## src/rtl/cpu_wr_pkg.sv

```systemverilog
// constants, carrier types and states of the processor-side bus write path
// ----------------------------------------------------------------------------
// How it works
// - long data gate asserts first rising edge after latch strobe falls, releases half clock late
// - long data gate active on writes per the write mask bit; read mask bit not used
// - long data gate pin is software-switchable; comes out of reset as input
// - write starts next rising edge when buffer pending, bus idle, nothing higher pending
// - non-empty buffer keeps requesting; further stores fill free entries until full
// - opening edge asserts store strobe, drives address, raises address latch strobe
// - normal mode swaps data in at strobe fall; long mode holds address a full clock
// - same-page hint computed and driven during every write address phase
// - hint asserts only on match of bits 31:8 with no read or DMA since
// - data appears second phase of first clock, or first phase of second clock
// - latch strobe falls as address leaves, or half clock before in long mode; then data driven, termination watched
// - memory pulse asserts one clock in, releases half clock after each acknowledge
// - peripheral pulse asserts 1.5 clocks in, holds to end, never in short writes
// - fail ends write exactly like final acknowledge; no exception, no retry
// - fail sampled with every acknowledge and wins; unsent data abandoned
// - final-datum flag asserts with strobe for single writes, else after next-to-last ack
// - next operation may start one clock after the final acknowledge
// - bus stays driven through the write into the next; no turnaround
// - store into full buffer stalls core until an entry frees, then fixup retries
// - started write moves to holding register; its entry frees at once
// - four entries of one 32-bit word, one store each
// ----------------------------------------------------------------------------
package cpu_wr_pkg;
  localparam int unsigned ADDR_W   = 32;
  localparam int unsigned DATA_W   = 32;
  localparam int unsigned LANES    = 4;
  localparam int unsigned WB_DEPTH = 4;
  localparam int unsigned PAGE_LSB = 8;
  localparam int unsigned PAGE_W   = ADDR_W - PAGE_LSB;
  localparam int unsigned LO_W     = 4;

  // port width codes per store
  localparam logic [1:0] PW_32 = 2'h0;
  localparam logic [1:0] PW_16 = 2'h1;
  localparam logic [1:0] PW_8  = 2'h2;

  // pin direction control: bit set means the pin is an output
  localparam int unsigned DIR_GATE_BIT = 0;
  localparam int unsigned DIR_PERI_BIT = 1;
  localparam logic [1:0]  DIR_RESET    = 2'h0;

  localparam logic       LONG_MODE_RESET = 1'b0;
  localparam logic [2:0] ONE_DATUM       = 3'h1;
  localparam logic [3:0] STEP_HALF       = 4'h2;
  localparam logic [3:0] STEP_BYTE       = 4'h1;

  typedef struct packed {
    logic rd;
    logic wr;
  } strobe_mask_t;

  typedef struct packed {
    logic [ADDR_W-1:0] addr;
    logic [DATA_W-1:0] data;
    logic [LANES-1:0]  lanes_n;
    logic [1:0]        width;
  } wb_entry_t;

  typedef enum logic [2:0] {
    ST_IDLE = 3'b001,
    ST_ADDR = 3'b010,
    ST_DATA = 3'b100
  } wr_state_t;
endpackage

```

## src/rtl/cpu_bus_write_interface.sv

```systemverilog
// write buffer and multiplexed address/data bus write engine
`timescale 1ns/100ps
`default_nettype none
module cpu_bus_write_interface
  import cpu_wr_pkg::*;
#(
  parameter int unsigned DEPTH = WB_DEPTH
) (
  input  wire logic              core_clk_i,
  input  wire logic              arst_n_i,
  // core store port
  input  wire logic              store_valid_i,
  input  wire wb_entry_t         store_entry_i,
  output logic                   store_stall_o,
  output logic                   store_fixup_o,
  output logic                   buffer_pending_o,
  output logic                   buffer_drained_o,
  // arbitration with the rest of the bus unit
  input  wire logic              hi_prio_req_i,
  input  wire logic              ext_busy_i,
  input  wire logic              read_or_dma_seen_i,
  output logic                   wr_busy_o,
  // configuration
  input  wire logic              long_address_mode_i,
  input  wire logic [1:0]        pin_direction_ctrl_i,
  input  wire strobe_mask_t      gate_mask_i,
  input  wire strobe_mask_t      mem_mask_i,
  input  wire strobe_mask_t      periph_mask_i,
  // bus pins
  output logic [DATA_W-1:0]      ad_o,
  output logic                   ad_oe_o,
  output logic                   ale_o,
  output logic                   wr_n_o,
  output logic [LO_W-1:0]        addr_lo_o,
  output logic                   last_n_o,
  output logic                   same_page_hint_n_o,
  output logic                   memory_pulse_n_o,
  input  wire logic              periph_pulse_n_i,
  output logic                   periph_pulse_n_o,
  output logic                   periph_pulse_n_oe_o,
  input  wire logic              long_data_gate_n_i,
  output logic                   long_data_gate_n_o,
  output logic                   long_data_gate_n_oe_o,
  input  wire logic              ack_n_i,
  input  wire logic              transfer_fail_n_i
);

  localparam int unsigned PTR_W = (DEPTH > 1) ? $clog2(DEPTH) : 1;
  localparam logic [PTR_W:0] FULL_CNT = (PTR_W+1)'(DEPTH);

  // --------------------------------------------------------------------------
  // decoding helpers
  // --------------------------------------------------------------------------
  function automatic logic [2:0] datum_count(input wb_entry_t e);
    logic [2:0] n;
    n = ONE_DATUM;
    unique case (e.width)
      PW_16: n = {2'h0, ~&e.lanes_n[3:2]} + {2'h0, ~&e.lanes_n[1:0]};
      PW_8:  n = {2'h0, ~e.lanes_n[3]} + {2'h0, ~e.lanes_n[2]}
               + {2'h0, ~e.lanes_n[1]} + {2'h0, ~e.lanes_n[0]};
      default: n = ONE_DATUM;
    endcase
    return (n == 3'h0) ? ONE_DATUM : n;
  endfunction

  function automatic logic [1:0] first_lane(input wb_entry_t e);
    logic [1:0] f;
    f = 2'h0;
    for (int i = LANES - 1; i >= 0; i--) begin
      if (!e.lanes_n[i]) begin
        f = 2'(i);
      end
    end
    if (e.width == PW_16) begin
      f = {f[1], 1'b0};
    end else if (e.width == PW_32) begin
      f = 2'h0;
    end
    return f;
  endfunction

  // --------------------------------------------------------------------------
  // half-clock phase: high from falling edge to next rising edge
  // --------------------------------------------------------------------------
  // a single falling-edge flop; every half-clock event is derived from it so
  // that no other state needs a second clock edge
  logic rise_tog_r;
  logic fall_tog_r;
  logic second_half;

  always_ff @(posedge core_clk_i or negedge arst_n_i) begin
    if (!arst_n_i) begin
      rise_tog_r <= 1'b0;
    end else begin
      rise_tog_r <= ~rise_tog_r;
    end
  end

  always_ff @(negedge core_clk_i or negedge arst_n_i) begin
    if (!arst_n_i) begin
      fall_tog_r <= 1'b0;
    end else begin
      fall_tog_r <= rise_tog_r;
    end
  end

  assign second_half = (rise_tog_r == fall_tog_r);

  // --------------------------------------------------------------------------
  // configuration capture
  // --------------------------------------------------------------------------
  logic       long_mode_r;
  logic       strap_taken_r;
  logic [1:0] pin_dir_r;

  always_ff @(posedge core_clk_i or negedge arst_n_i) begin
    if (!arst_n_i) begin
      long_mode_r   <= LONG_MODE_RESET;
      strap_taken_r <= 1'b0;
    end else if (!strap_taken_r) begin
      long_mode_r   <= long_address_mode_i;
      strap_taken_r <= 1'b1;
    end
  end

  always_ff @(posedge core_clk_i or negedge arst_n_i) begin
    if (!arst_n_i) begin
      pin_dir_r <= DIR_RESET;
    end else begin
      pin_dir_r <= pin_direction_ctrl_i;
    end
  end

  // --------------------------------------------------------------------------
  // write buffer
  // --------------------------------------------------------------------------
  wb_entry_t        wb_mem [DEPTH];
  logic [PTR_W-1:0] wr_ptr_r;
  logic [PTR_W-1:0] rd_ptr_r;
  logic [PTR_W:0]   fill_r;
  logic             full;
  logic             accept;
  logic             start;
  logic             stalled_r;
  wr_state_t        st_r;

  assign full   = (fill_r == FULL_CNT);
  assign accept = store_valid_i & ~full;
  assign start  = (st_r == ST_IDLE) & (fill_r != '0) & ~hi_prio_req_i & ~ext_busy_i;

  always_ff @(posedge core_clk_i) begin
    if (accept) begin
      wb_mem[wr_ptr_r] <= store_entry_i;
    end
  end

  // head leaves at the opening edge, so a stalled core gets its slot while
  // the memory system may still be holding the bus for many cycles
  always_ff @(posedge core_clk_i or negedge arst_n_i) begin
    if (!arst_n_i) begin
      wr_ptr_r <= '0;
      rd_ptr_r <= '0;
      fill_r   <= '0;
    end else begin
      if (accept) begin
        wr_ptr_r <= (wr_ptr_r == PTR_W'(DEPTH - 1)) ? '0 : wr_ptr_r + 1'b1;
      end
      if (start) begin
        rd_ptr_r <= (rd_ptr_r == PTR_W'(DEPTH - 1)) ? '0 : rd_ptr_r + 1'b1;
      end
      fill_r <= fill_r + {{PTR_W{1'b0}}, accept} - {{PTR_W{1'b0}}, start};
    end
  end

  always_ff @(posedge core_clk_i or negedge arst_n_i) begin
    if (!arst_n_i) begin
      stalled_r <= 1'b0;
    end else begin
      stalled_r <= store_valid_i & full;
    end
  end

  assign store_stall_o    = store_valid_i & full;
  assign store_fixup_o    = accept & stalled_r;
  assign buffer_pending_o = (fill_r != '0);
  assign buffer_drained_o = (fill_r == '0);

  // --------------------------------------------------------------------------
  // write engine
  // --------------------------------------------------------------------------
  wb_entry_t        hold_r;
  logic             busy_r;
  logic             dly_busy_r;
  logic             tail_r;
  logic             ale_r;
  logic             acked_r;
  logic             cyc1_r;
  logic             peri_r;
  logic             own_r;
  logic             last_n_r;
  logic [2:0]       datums_r;
  logic [2:0]       idx_r;
  logic [LO_W-1:0]  lo_r;
  logic             ack_seen;
  logic             fail_seen;
  logic             final_ack;
  logic             term;
  logic             watching;

  assign watching  = (st_r == ST_ADDR) | (st_r == ST_DATA);
  assign ack_seen  = watching & ~ack_n_i;
  assign fail_seen = watching & ~transfer_fail_n_i;
  assign final_ack = ack_seen & (idx_r + 3'h1 == datums_r);
  assign term      = fail_seen | final_ack;

  always_ff @(posedge core_clk_i) begin
    if (start) begin
      hold_r <= wb_mem[rd_ptr_r];
    end
  end

  always_ff @(posedge core_clk_i or negedge arst_n_i) begin
    if (!arst_n_i) begin
      st_r     <= ST_IDLE;
      busy_r   <= 1'b0;
      ale_r    <= 1'b0;
      acked_r  <= 1'b0;
      tail_r   <= 1'b0;
      cyc1_r   <= 1'b0;
      last_n_r <= 1'b1;
      datums_r <= ONE_DATUM;
      idx_r    <= 3'h0;
      lo_r     <= '0;
    end else begin
      acked_r <= ack_seen | fail_seen;
      tail_r  <= term;
      cyc1_r  <= (st_r == ST_ADDR) & ~term;
      unique case (st_r)
        ST_IDLE: begin
          if (start) begin
            st_r     <= ST_ADDR;
            busy_r   <= 1'b1;
            ale_r    <= 1'b1;
            datums_r <= datum_count(wb_mem[rd_ptr_r]);
            idx_r    <= 3'h0;
            lo_r     <= {wb_mem[rd_ptr_r].addr[3:2], first_lane(wb_mem[rd_ptr_r])};
            last_n_r <= ~(datum_count(wb_mem[rd_ptr_r]) == ONE_DATUM);
          end
        end
        ST_ADDR, ST_DATA: begin
          ale_r <= 1'b0;
          if (term) begin
            // fail wins over a simultaneous ack; unsent data dropped
            st_r     <= ST_IDLE;
            busy_r   <= 1'b0;
            last_n_r <= 1'b1;
          end else begin
            st_r <= ST_DATA;
            if (ack_seen) begin
              idx_r <= idx_r + 3'h1;
              lo_r  <= lo_r + ((hold_r.width == PW_16) ? STEP_HALF : STEP_BYTE);
              if (idx_r + 3'h2 == datums_r) begin
                last_n_r <= 1'b0;
              end
            end
          end
        end
        default: begin
          st_r   <= ST_IDLE;
          busy_r <= 1'b0;
        end
      endcase
    end
  end

  always_ff @(posedge core_clk_i or negedge arst_n_i) begin
    if (!arst_n_i) begin
      dly_busy_r <= 1'b0;
      peri_r     <= 1'b0;
    end else begin
      dly_busy_r <= busy_r & ~start;
      peri_r     <= (cyc1_r | peri_r) & ~term & busy_r;
    end
  end

  // bus stays ours after a write; only a higher-priority request while idle drops it
  always_ff @(posedge core_clk_i or negedge arst_n_i) begin
    if (!arst_n_i) begin
      own_r <= 1'b0;
    end else if (start) begin
      own_r <= 1'b1;
    end else if ((st_r == ST_IDLE) & hi_prio_req_i) begin
      own_r <= 1'b0;
    end
  end

  // --------------------------------------------------------------------------
  // same-page hint
  // --------------------------------------------------------------------------
  logic [PAGE_W-1:0] page_r;
  logic              page_valid_r;
  logic              hint_n_r;

  always_ff @(posedge core_clk_i or negedge arst_n_i) begin
    if (!arst_n_i) begin
      page_r       <= '0;
      page_valid_r <= 1'b0;
      hint_n_r     <= 1'b1;
    end else begin
      if (start) begin
        page_r       <= wb_mem[rd_ptr_r].addr[ADDR_W-1:PAGE_LSB];
        page_valid_r <= 1'b1; // set wins over a read or DMA in the same cycle
        hint_n_r     <= ~(page_valid_r & ~read_or_dma_seen_i
                          & (page_r == wb_mem[rd_ptr_r].addr[ADDR_W-1:PAGE_LSB]));
      end else if (read_or_dma_seen_i) begin
        page_valid_r <= 1'b0;
      end
    end
  end

  // --------------------------------------------------------------------------
  // pins
  // --------------------------------------------------------------------------
  logic addr_on_bus;

  // long mode keeps the address a full clock; normal mode swaps at strobe fall
  assign addr_on_bus = ale_r & (long_mode_r | ~second_half);
  assign ad_o        = addr_on_bus ? {hold_r.addr[ADDR_W-1:LANES], hold_r.lanes_n}
                                   : hold_r.data;
  assign ad_oe_o     = own_r;
  assign ale_o       = ale_r & ~second_half;
  assign wr_n_o      = ~busy_r;
  assign wr_busy_o   = busy_r;
  assign addr_lo_o   = lo_r;
  assign last_n_o    = last_n_r;
  assign same_page_hint_n_o = hint_n_r;

  // releases for the half clock after each ack, including the final one
  assign memory_pulse_n_o = ~(mem_mask_i.wr & dly_busy_r & ~(acked_r & second_half));

  assign long_data_gate_n_oe_o = pin_dir_r[DIR_GATE_BIT];
  assign long_data_gate_n_o    = ~(gate_mask_i.wr & pin_dir_r[DIR_GATE_BIT]
                                   & dly_busy_r & ~(tail_r & second_half));

  // the live ack/fail look in the second half of clock two keeps the pulse
  // off in a two-clock write; the far end must drive them before that edge
  assign periph_pulse_n_oe_o = pin_dir_r[DIR_PERI_BIT];
  assign periph_pulse_n_o    = ~(periph_mask_i.wr & pin_dir_r[DIR_PERI_BIT] & busy_r
                                 & (peri_r | (cyc1_r & second_half & ack_n_i
                                              & transfer_fail_n_i)));

  // --------------------------------------------------------------------------
  // assertions
  // --------------------------------------------------------------------------
  AST_START_WHEN_READY: assert property (@(posedge core_clk_i) disable iff (!arst_n_i)
    (st_r == ST_IDLE) && buffer_pending_o && !hi_prio_req_i && !ext_busy_i |=> !wr_n_o && ale_r)
    else $error("write did not start when bus was free");

  AST_OPEN_EDGE: assert property (@(posedge core_clk_i) disable iff (!arst_n_i)
    $fell(wr_n_o) |-> ale_r && ad_oe_o && (st_r == ST_ADDR))
    else $error("opening edge lacks latch strobe or bus drive");

  AST_STROBE_RELEASE: assert property (@(posedge core_clk_i) disable iff (!arst_n_i)
    term |=> wr_n_o ##1 (tail_r == 1'b0 || !wr_n_o))
    else $error("store strobe not released after termination");

  AST_NEXT_START: assert property (@(posedge core_clk_i) disable iff (!arst_n_i)
    term && buffer_pending_o |=> start || hi_prio_req_i || ext_busy_i)
    else $error("next write did not open one clock after termination");

  AST_FAIL_WINS: assert property (@(posedge core_clk_i) disable iff (!arst_n_i)
    watching && !transfer_fail_n_i && !ack_n_i && !final_ack |=> wr_n_o && last_n_o)
    else $error("fail with ack did not end the write");

  AST_LAST_SINGLE: assert property (@(posedge core_clk_i) disable iff (!arst_n_i)
    $fell(wr_n_o) && (datums_r == ONE_DATUM) |-> !last_n_o)
    else $error("final flag missing on single-datum write");

  AST_FULL_STALL: assert property (@(posedge core_clk_i) disable iff (!arst_n_i)
    store_valid_i && (fill_r == FULL_CNT) && !start |=> (fill_r == FULL_CNT) && $past(store_stall_o))
    else $error("store into full buffer not stalled");

  AST_ENTRY_FREED: assert property (@(posedge core_clk_i) disable iff (!arst_n_i)
    start && !accept |=> (fill_r == $past(fill_r) - 1'b1) && (hold_r == $past(wb_mem[rd_ptr_r])))
    else $error("entry not released when write started");

  AST_PERIPH_MIN: assert property (@(posedge core_clk_i) disable iff (!arst_n_i)
    peri_r |-> $past(busy_r, 1) && $past(busy_r, 2) && dly_busy_r)
    else $error("peripheral pulse held in a short write");

  AST_MEM_ONE_CLOCK: assert property (@(posedge core_clk_i) disable iff (!arst_n_i)
    $fell(wr_n_o) |-> !dly_busy_r || tail_r ##1 dly_busy_r)
    else $error("memory pulse window not opened one clock in");

  AST_NO_TURNAROUND: assert property (@(posedge core_clk_i) disable iff (!arst_n_i)
    tail_r |-> ad_oe_o)
    else $error("bus released right after a write");

  AST_GATE_RESET_INPUT: assert property (@(posedge core_clk_i) disable iff (!arst_n_i)
    (pin_dir_r == DIR_RESET) |-> !long_data_gate_n_oe_o && !periph_pulse_n_oe_o)
    else $error("gate pin driven while configured as input");

  COV_BURST_DONE: cover property (@(posedge core_clk_i) disable iff (!arst_n_i)
    final_ack && (datums_r > ONE_DATUM));
  COV_FAIL_END: cover property (@(posedge core_clk_i) disable iff (!arst_n_i)
    fail_seen ##1 start);
  COV_FIXUP: cover property (@(posedge core_clk_i) disable iff (!arst_n_i)
    store_fixup_o);
  COV_PERIPH: cover property (@(posedge core_clk_i) disable iff (!arst_n_i)
    peri_r && periph_mask_i.wr);

endmodule // cpu_bus_write_interface
`default_nettype wire

```

## config.mk

```make
export PLATFORM = sky130hd
export DESIGN_NAME = cpu_bus_write_interface
export DESIGN_NICKNAME = d
export VERILOG_FILES = /design/src/rtl/cpu_wr_pkg.sv /design/src/rtl/cpu_bus_write_interface.sv
export SDC_FILE = /design/constraint.sdc
export NUM_CORES = 1
export LEC_CHECK = 0
export BUFFER_PORTS_ARGS = -buffer_cell sky130_fd_sc_hd__buf_4
export CAP_MARGIN = 20
export CORE_UTILIZATION = 50
export DETAILED_ROUTE_END_ITERATION = 10
export HOLD_SLACK_MARGIN = 0.02
export PLACE_DENSITY = 0.69
export SYNTH_ARGS = -nofsm -noshare
export SYNTH_HDL_FRONTEND = slang
export SYNTH_SLANG_ARGS = --single-unit
```

## constraint.sdc

```tcl
create_clock -name core_clk_i -period 5.9 [get_ports core_clk_i]
set_input_delay 1.18 -clock core_clk_i [delete_from_list [all_inputs] [get_ports core_clk_i]]
set_output_delay 1.18 -clock core_clk_i [all_outputs]
set_load 0.05 [all_outputs]
```

Word-level counts from Yosys, hierarchy flattened
Memories as Yosys holds them, arrays and structs flattened.
Index checks and enable logic that the tools add are counted.
{"block": "word_totals", "output_inout_bits": 51, "word_cells": 177, "n_memories": 1, "regBits": 132, "ram_bits": 280, "in_bits": 89}
{"block": "op_classes", "muxes": 40, "bitwise": 59, "eq_ne": 20, "reduce_logical": 17, "addsub": 11}
{"memory": "wb_mem", "words": 4, "word_bits": 70, "rd": 1, "rd_ports_with_merged_regs": 0, "write_ports": 1, "line_no": "cpu_bus_write_interface.sv:137", "source": "wb_entry_t wb_mem [DEPTH];"}
{"cell": "32-bit two-way mux", "n": 1}
{"cell": "1-bit bitwise AND", "n": 31}
{"cell": "24-bit equality test", "n": 1}
{"cell": "3-bit two-way mux", "n": 8}
{"cell": "1-bit NOT", "n": 22}
{"cell": "2-bit two-way mux", "n": 9}
{"cell": "3-bit one-hot mux with 2 select lines", "n": 3}
{"cell": "1-bit two-way mux", "n": 12}
{"cell": "4-bit two-way mux", "n": 3}
{"cell": "2-bit AND reduction", "n": 5}
{"cell": "2-bit != test (second input constant)", "n": 4}
{"cell": "4-bit one-hot mux with 2 select lines", "n": 1}
{"cell": "4-bit AND reduction", "n": 2}
{"cell": "3-bit by 1-bit adder with 3-bit output", "n": 2}
{"cell": "2-bit equality test (second input constant)", "n": 3}
{"cell": "3-bit by 1-bit equality test with 1-bit output (second input constant)", "n": 2}
{"cell": "3-bit equality test", "n": 2}
{"cell": "3-bit equality test (second input constant)", "n": 2}
{"cell": "3-bit logical NOT", "n": 2}
{"cell": "3-bit != test (second input constant)", "n": 2}
{"cell": "1-bit OR", "n": 6}
{"cell": "1-bit one-hot mux with 2 select lines", "n": 3}
{"cell": "2-bit nonzero test", "n": 3}
{"cell": "1-bit by 1-bit adder with 2-bit output", "n": 2}
{"cell": "other kinds (13)", "n": 16}

Logic depth before layout (Yosys ltp)
An unclocked memory read counts as a cell.
{"block": "logic_depth", "depth_word": 14, "depth_mapped": 13, "depth_no_buf": 11}

==> flow_metrics.env <==
export IMPL_tightest_slew_ns=0.939
export IMPL_grt_most_used_layer="met2"
export IMPL_die_x_um=178
export IMPL_layout_commonest_cell="edfxtp_1"
export IMPL_leakage_uw=0.00691
export IMPL_synth_edf_count=338
export IMPL_drc_errors=0
export IMPL_io_pins=140
export IMPL_track_usage_pct=19.1
export IMPL_critical_path_endpoint="ad_o[24]"
export IMPL_rows=64
export IMPL_critPathKind="reg -> out"
export IMPL_synth_distinct_cells=54
export IMPL_synth_cells=839
export IMPL_worst_ep_required_time_ns=4.72
export IMPL_grt_pass1_vias=8046
export IMPL_final_cell_mix="338 x edfxtp_1, 110 x buf_4, 79 x nand2_1"
export IMPL_violations="setup timing"
export IMPL_cp_arrival_ns=5.13
export IMPL_reg2reg_to="fall_tog_r$_DFF_NN0_"
export IMPL_crit_start="fall_tog_r$_DFF_NN0_"
export IMPL_cts_buffer_depth=3
export IMPL_max_slew_margin_pct=37.4
export IMPL_cts_inserted_buffers=41
export IMPL_grt_max_degree=75
export IMPL_cts_sinks=400
export IMPL_slew_violations=0
export IMPL_antenna_cells=0
export IMPL_viasPerCell=5.45
export IMPL_max_cap_violations=0
export IMPL_setup_slack_ns=-0.406
export IMPL_syn_area_um2=15600
export IMPL_cp_max_fo=6
export IMPL_hpwl_mm=17.8
export IMPL_finalPower_uw=9800
export IMPL_hold_worst_slack_ns=0.492
export IMPL_ys_async_sr_fraction_pct=15.5
export IMPL_hp_class="reg -> reg"
export IMPL_clk_pin_slew_ns=0.06
export IMPL_status="finished with violations"
export IMPL_drtAntennaViolNets=0
export IMPL_ir_drop_v=0.000450
export IMPL_start_kind="register"
export IMPL_rsz0062_at_grt="true"
export IMPL_start_util_pct=50.9
export IMPL_synth_seq_cells=400
export IMPL_drt_iter0_markers=597
export IMPL_routed_wl_mm=30.3
export IMPL_area_growth_pct=20.2
export IMPL_grt_util_met3_pct=3.71
export IMPL_yosys_warnings=0
export IMPL_hold_depth=1
export IMPL_dieArea_um2=31800
export IMPL_finalSetupViolCount=32
export IMPL_die_h_um=178
export IMPL_cp_end_kind="output port"
export IMPL_avgSynthCellArea_um2=18.6
export IMPL_core_um2=30600
export IMPL_setup_tns_ns=-12.28
export IMPL_layout_drive_gt1_share_pct=29.8
export IMPL_syn_nets=950
export IMPL_grt_util_met1_pct=25.1
export IMPL_portBuffers=132
export IMPL_cts_hold_buffers=0
export IMPL_wl_per_cell_um=21.2
export IMPL_grt_use_met2_pct=32.5
export IMPL_finClkSkew_ns=0.0167
export IMPL_via_count=7784
export IMPL_cts_tree="done"
export IMPL_r2r_slack_ns=2.37
export IMPL_hold_violations=0
export IMPL_final_core_utilization_pct=61.2
export IMPL_r2r_start="rise_tog_r$_DFF_PN0_"
export IMPL_antenna_found_initial=0
export IMPL_worstSkewPairLatency_ns=0.53
export IMPL_dr_pass1_iters=5
export IMPL_grt_pass1_wl_mm=45.2
export IMPL_grt_overflow_total=0
export IMPL_synth_ff_type="edfxtp_1"
export IMPL_place_congestion=0.749
export IMPL_ys_seq_area_share_pct=75.2
export IMPL_nets=1112
export IMPL_power_density_nw_per_um2=524
export IMPL_r2r_cells=0
export IMPL_htreeDepth=2
export IMPL_cts_root_buffer="clkbuf_16"
[registers in the layout, indices dropped and copies added, names as in the netlist, 3 cells and up]
signal     flops
wb_mem       272
hold_r        66
page_r        24
addr_lo_o      4
datums_r       3
fill_r         3
idx_r          3
st_r           3
[Yosys cell counts (all sizes together), types with 5 or more instances]
| master | count | area [um^2] |
|---|---|---|
| a21oi | 13 | 65.1 |
| and3 | 6 | 37.5 |
| buf | 23 | 139 |
| clkbuf | 8 | 30.0 |
| dfrtp | 57 | 1430 |
| edfxtp | 338 | 10100 |
| ha | 19 | 238 |
| inv | 31 | 116 |
| mux2 | 33 | 372 |
| mux2i | 34 | 340 |
| mux4 | 57 | 1280 |
| nand2 | 79 | 297 |
| nand2b | 5 | 31.3 |
| nand3 | 5 | 25.0 |
| nor2 | 20 | 75.1 |
| nor3 | 6 | 30.0 |
| o21ai | 17 | 85.1 |
| o22ai | 6 | 37.5 |
| xnor2 | 17 | 149 |
| xor2 | 10 | 87.6 |
[worst max-delay path: stages, from the launching register on]
cell,delay [ns]
dfrtn_1,0.43
xnor2_2,0.14
inv_2,0.07
o21ai_4,0.17
buf_12,0.18
clkbuf_16,0.19
mux2_4,0.31
buf_8,0.15
[metal layers]
metal / routed length [um] / vias up
li1: - / 3571
met3: 1660 / 51
met1: 12800 / 3960
met2: 15200 / 202
met5: 0 / -
met4: 595 / 0
[timing repair]
item | in CTS | in global routing
gates cloned | 0 | 4
endpoints found under the setup margin | 32 | 33
pin swaps | 0 | 4
setup buffers | 0 | 2
resized for setup | 46 | 27
[report_power, final]
| group | internal [uW] | total (uW) | switching [uW] |
|---|---|---|---|
| clock | 1460 | 2470 | 1010 |
| sequential | 3830 | 4210 | 378 |
| combinational | 1370 | 3120 | 1750 |
[cell families (layout without fill, tap and decap cells)]
| kind of cell | count (synthesis) | in the layout | synth area share, % |
|---|---|---|---|
| muxes | 124 | 124 | 12.8 |
| xor gates and xnor gates | 28 | 28 | 1.67 |
| buffers and inverters | 63 | 255 | 1.86 |
| other | 1 | 1 | 0.0241 |
| AOI/OAI and AO/OA | 63 | 63 | 2.61 |
| DFF | 400 | 400 | 75.2 |
| and+or+nand+nor | 138 | 138 | 3.90 |
| adders and majority gates | 22 | 22 | 1.91 |
[metrics by stage]
stage | worst slack (ns) | area, um^2 | cells
floorplan | 0.118 | 15600 | 839
global placement | 0.151 | 17000 | 1349
detailed placement | 0.113 | 17000 | 1349
CTS | -0.422 | 18500 | 1422
global route | -0.460 | 18700 | 1427
finish | -0.406 | 18700 | 1427
[layout make-up]
| cell class | instances | area (um^2) |
|---|---|---|
| fill | 2212 | 11900 |
| timing repair buffer | 150 | 1400 |
| tap | 396 | 495 |
| clock inverter | 13 | 110 |
| multi-input combinational | 376 | 3700 |
| inverter | 32 | 123 |
| clock buffer | 60 | 1170 |
| sequential | 400 | 11700 |
[worst min path at each step]
stage / from / to / slack [ns]
floorplan: rise_tog_r$_DFF_PN0_ / rise_tog_r$_DFF_PN0_ / 0.43
global placement: rise_tog_r$_DFF_PN0_ / rise_tog_r$_DFF_PN0_ / 0.45
detailed placement: rise_tog_r$_DFF_PN0_ / rise_tog_r$_DFF_PN0_ / 0.45
CTS: rise_tog_r$_DFF_PN0_ / rise_tog_r$_DFF_PN0_ / 0.49
global route: rise_tog_r$_DFF_PN0_ / rise_tog_r$_DFF_PN0_ / 0.52
finish: rise_tog_r$_DFF_PN0_ / rise_tog_r$_DFF_PN0_ / 0.49
(Power assumes the default switching activity.)
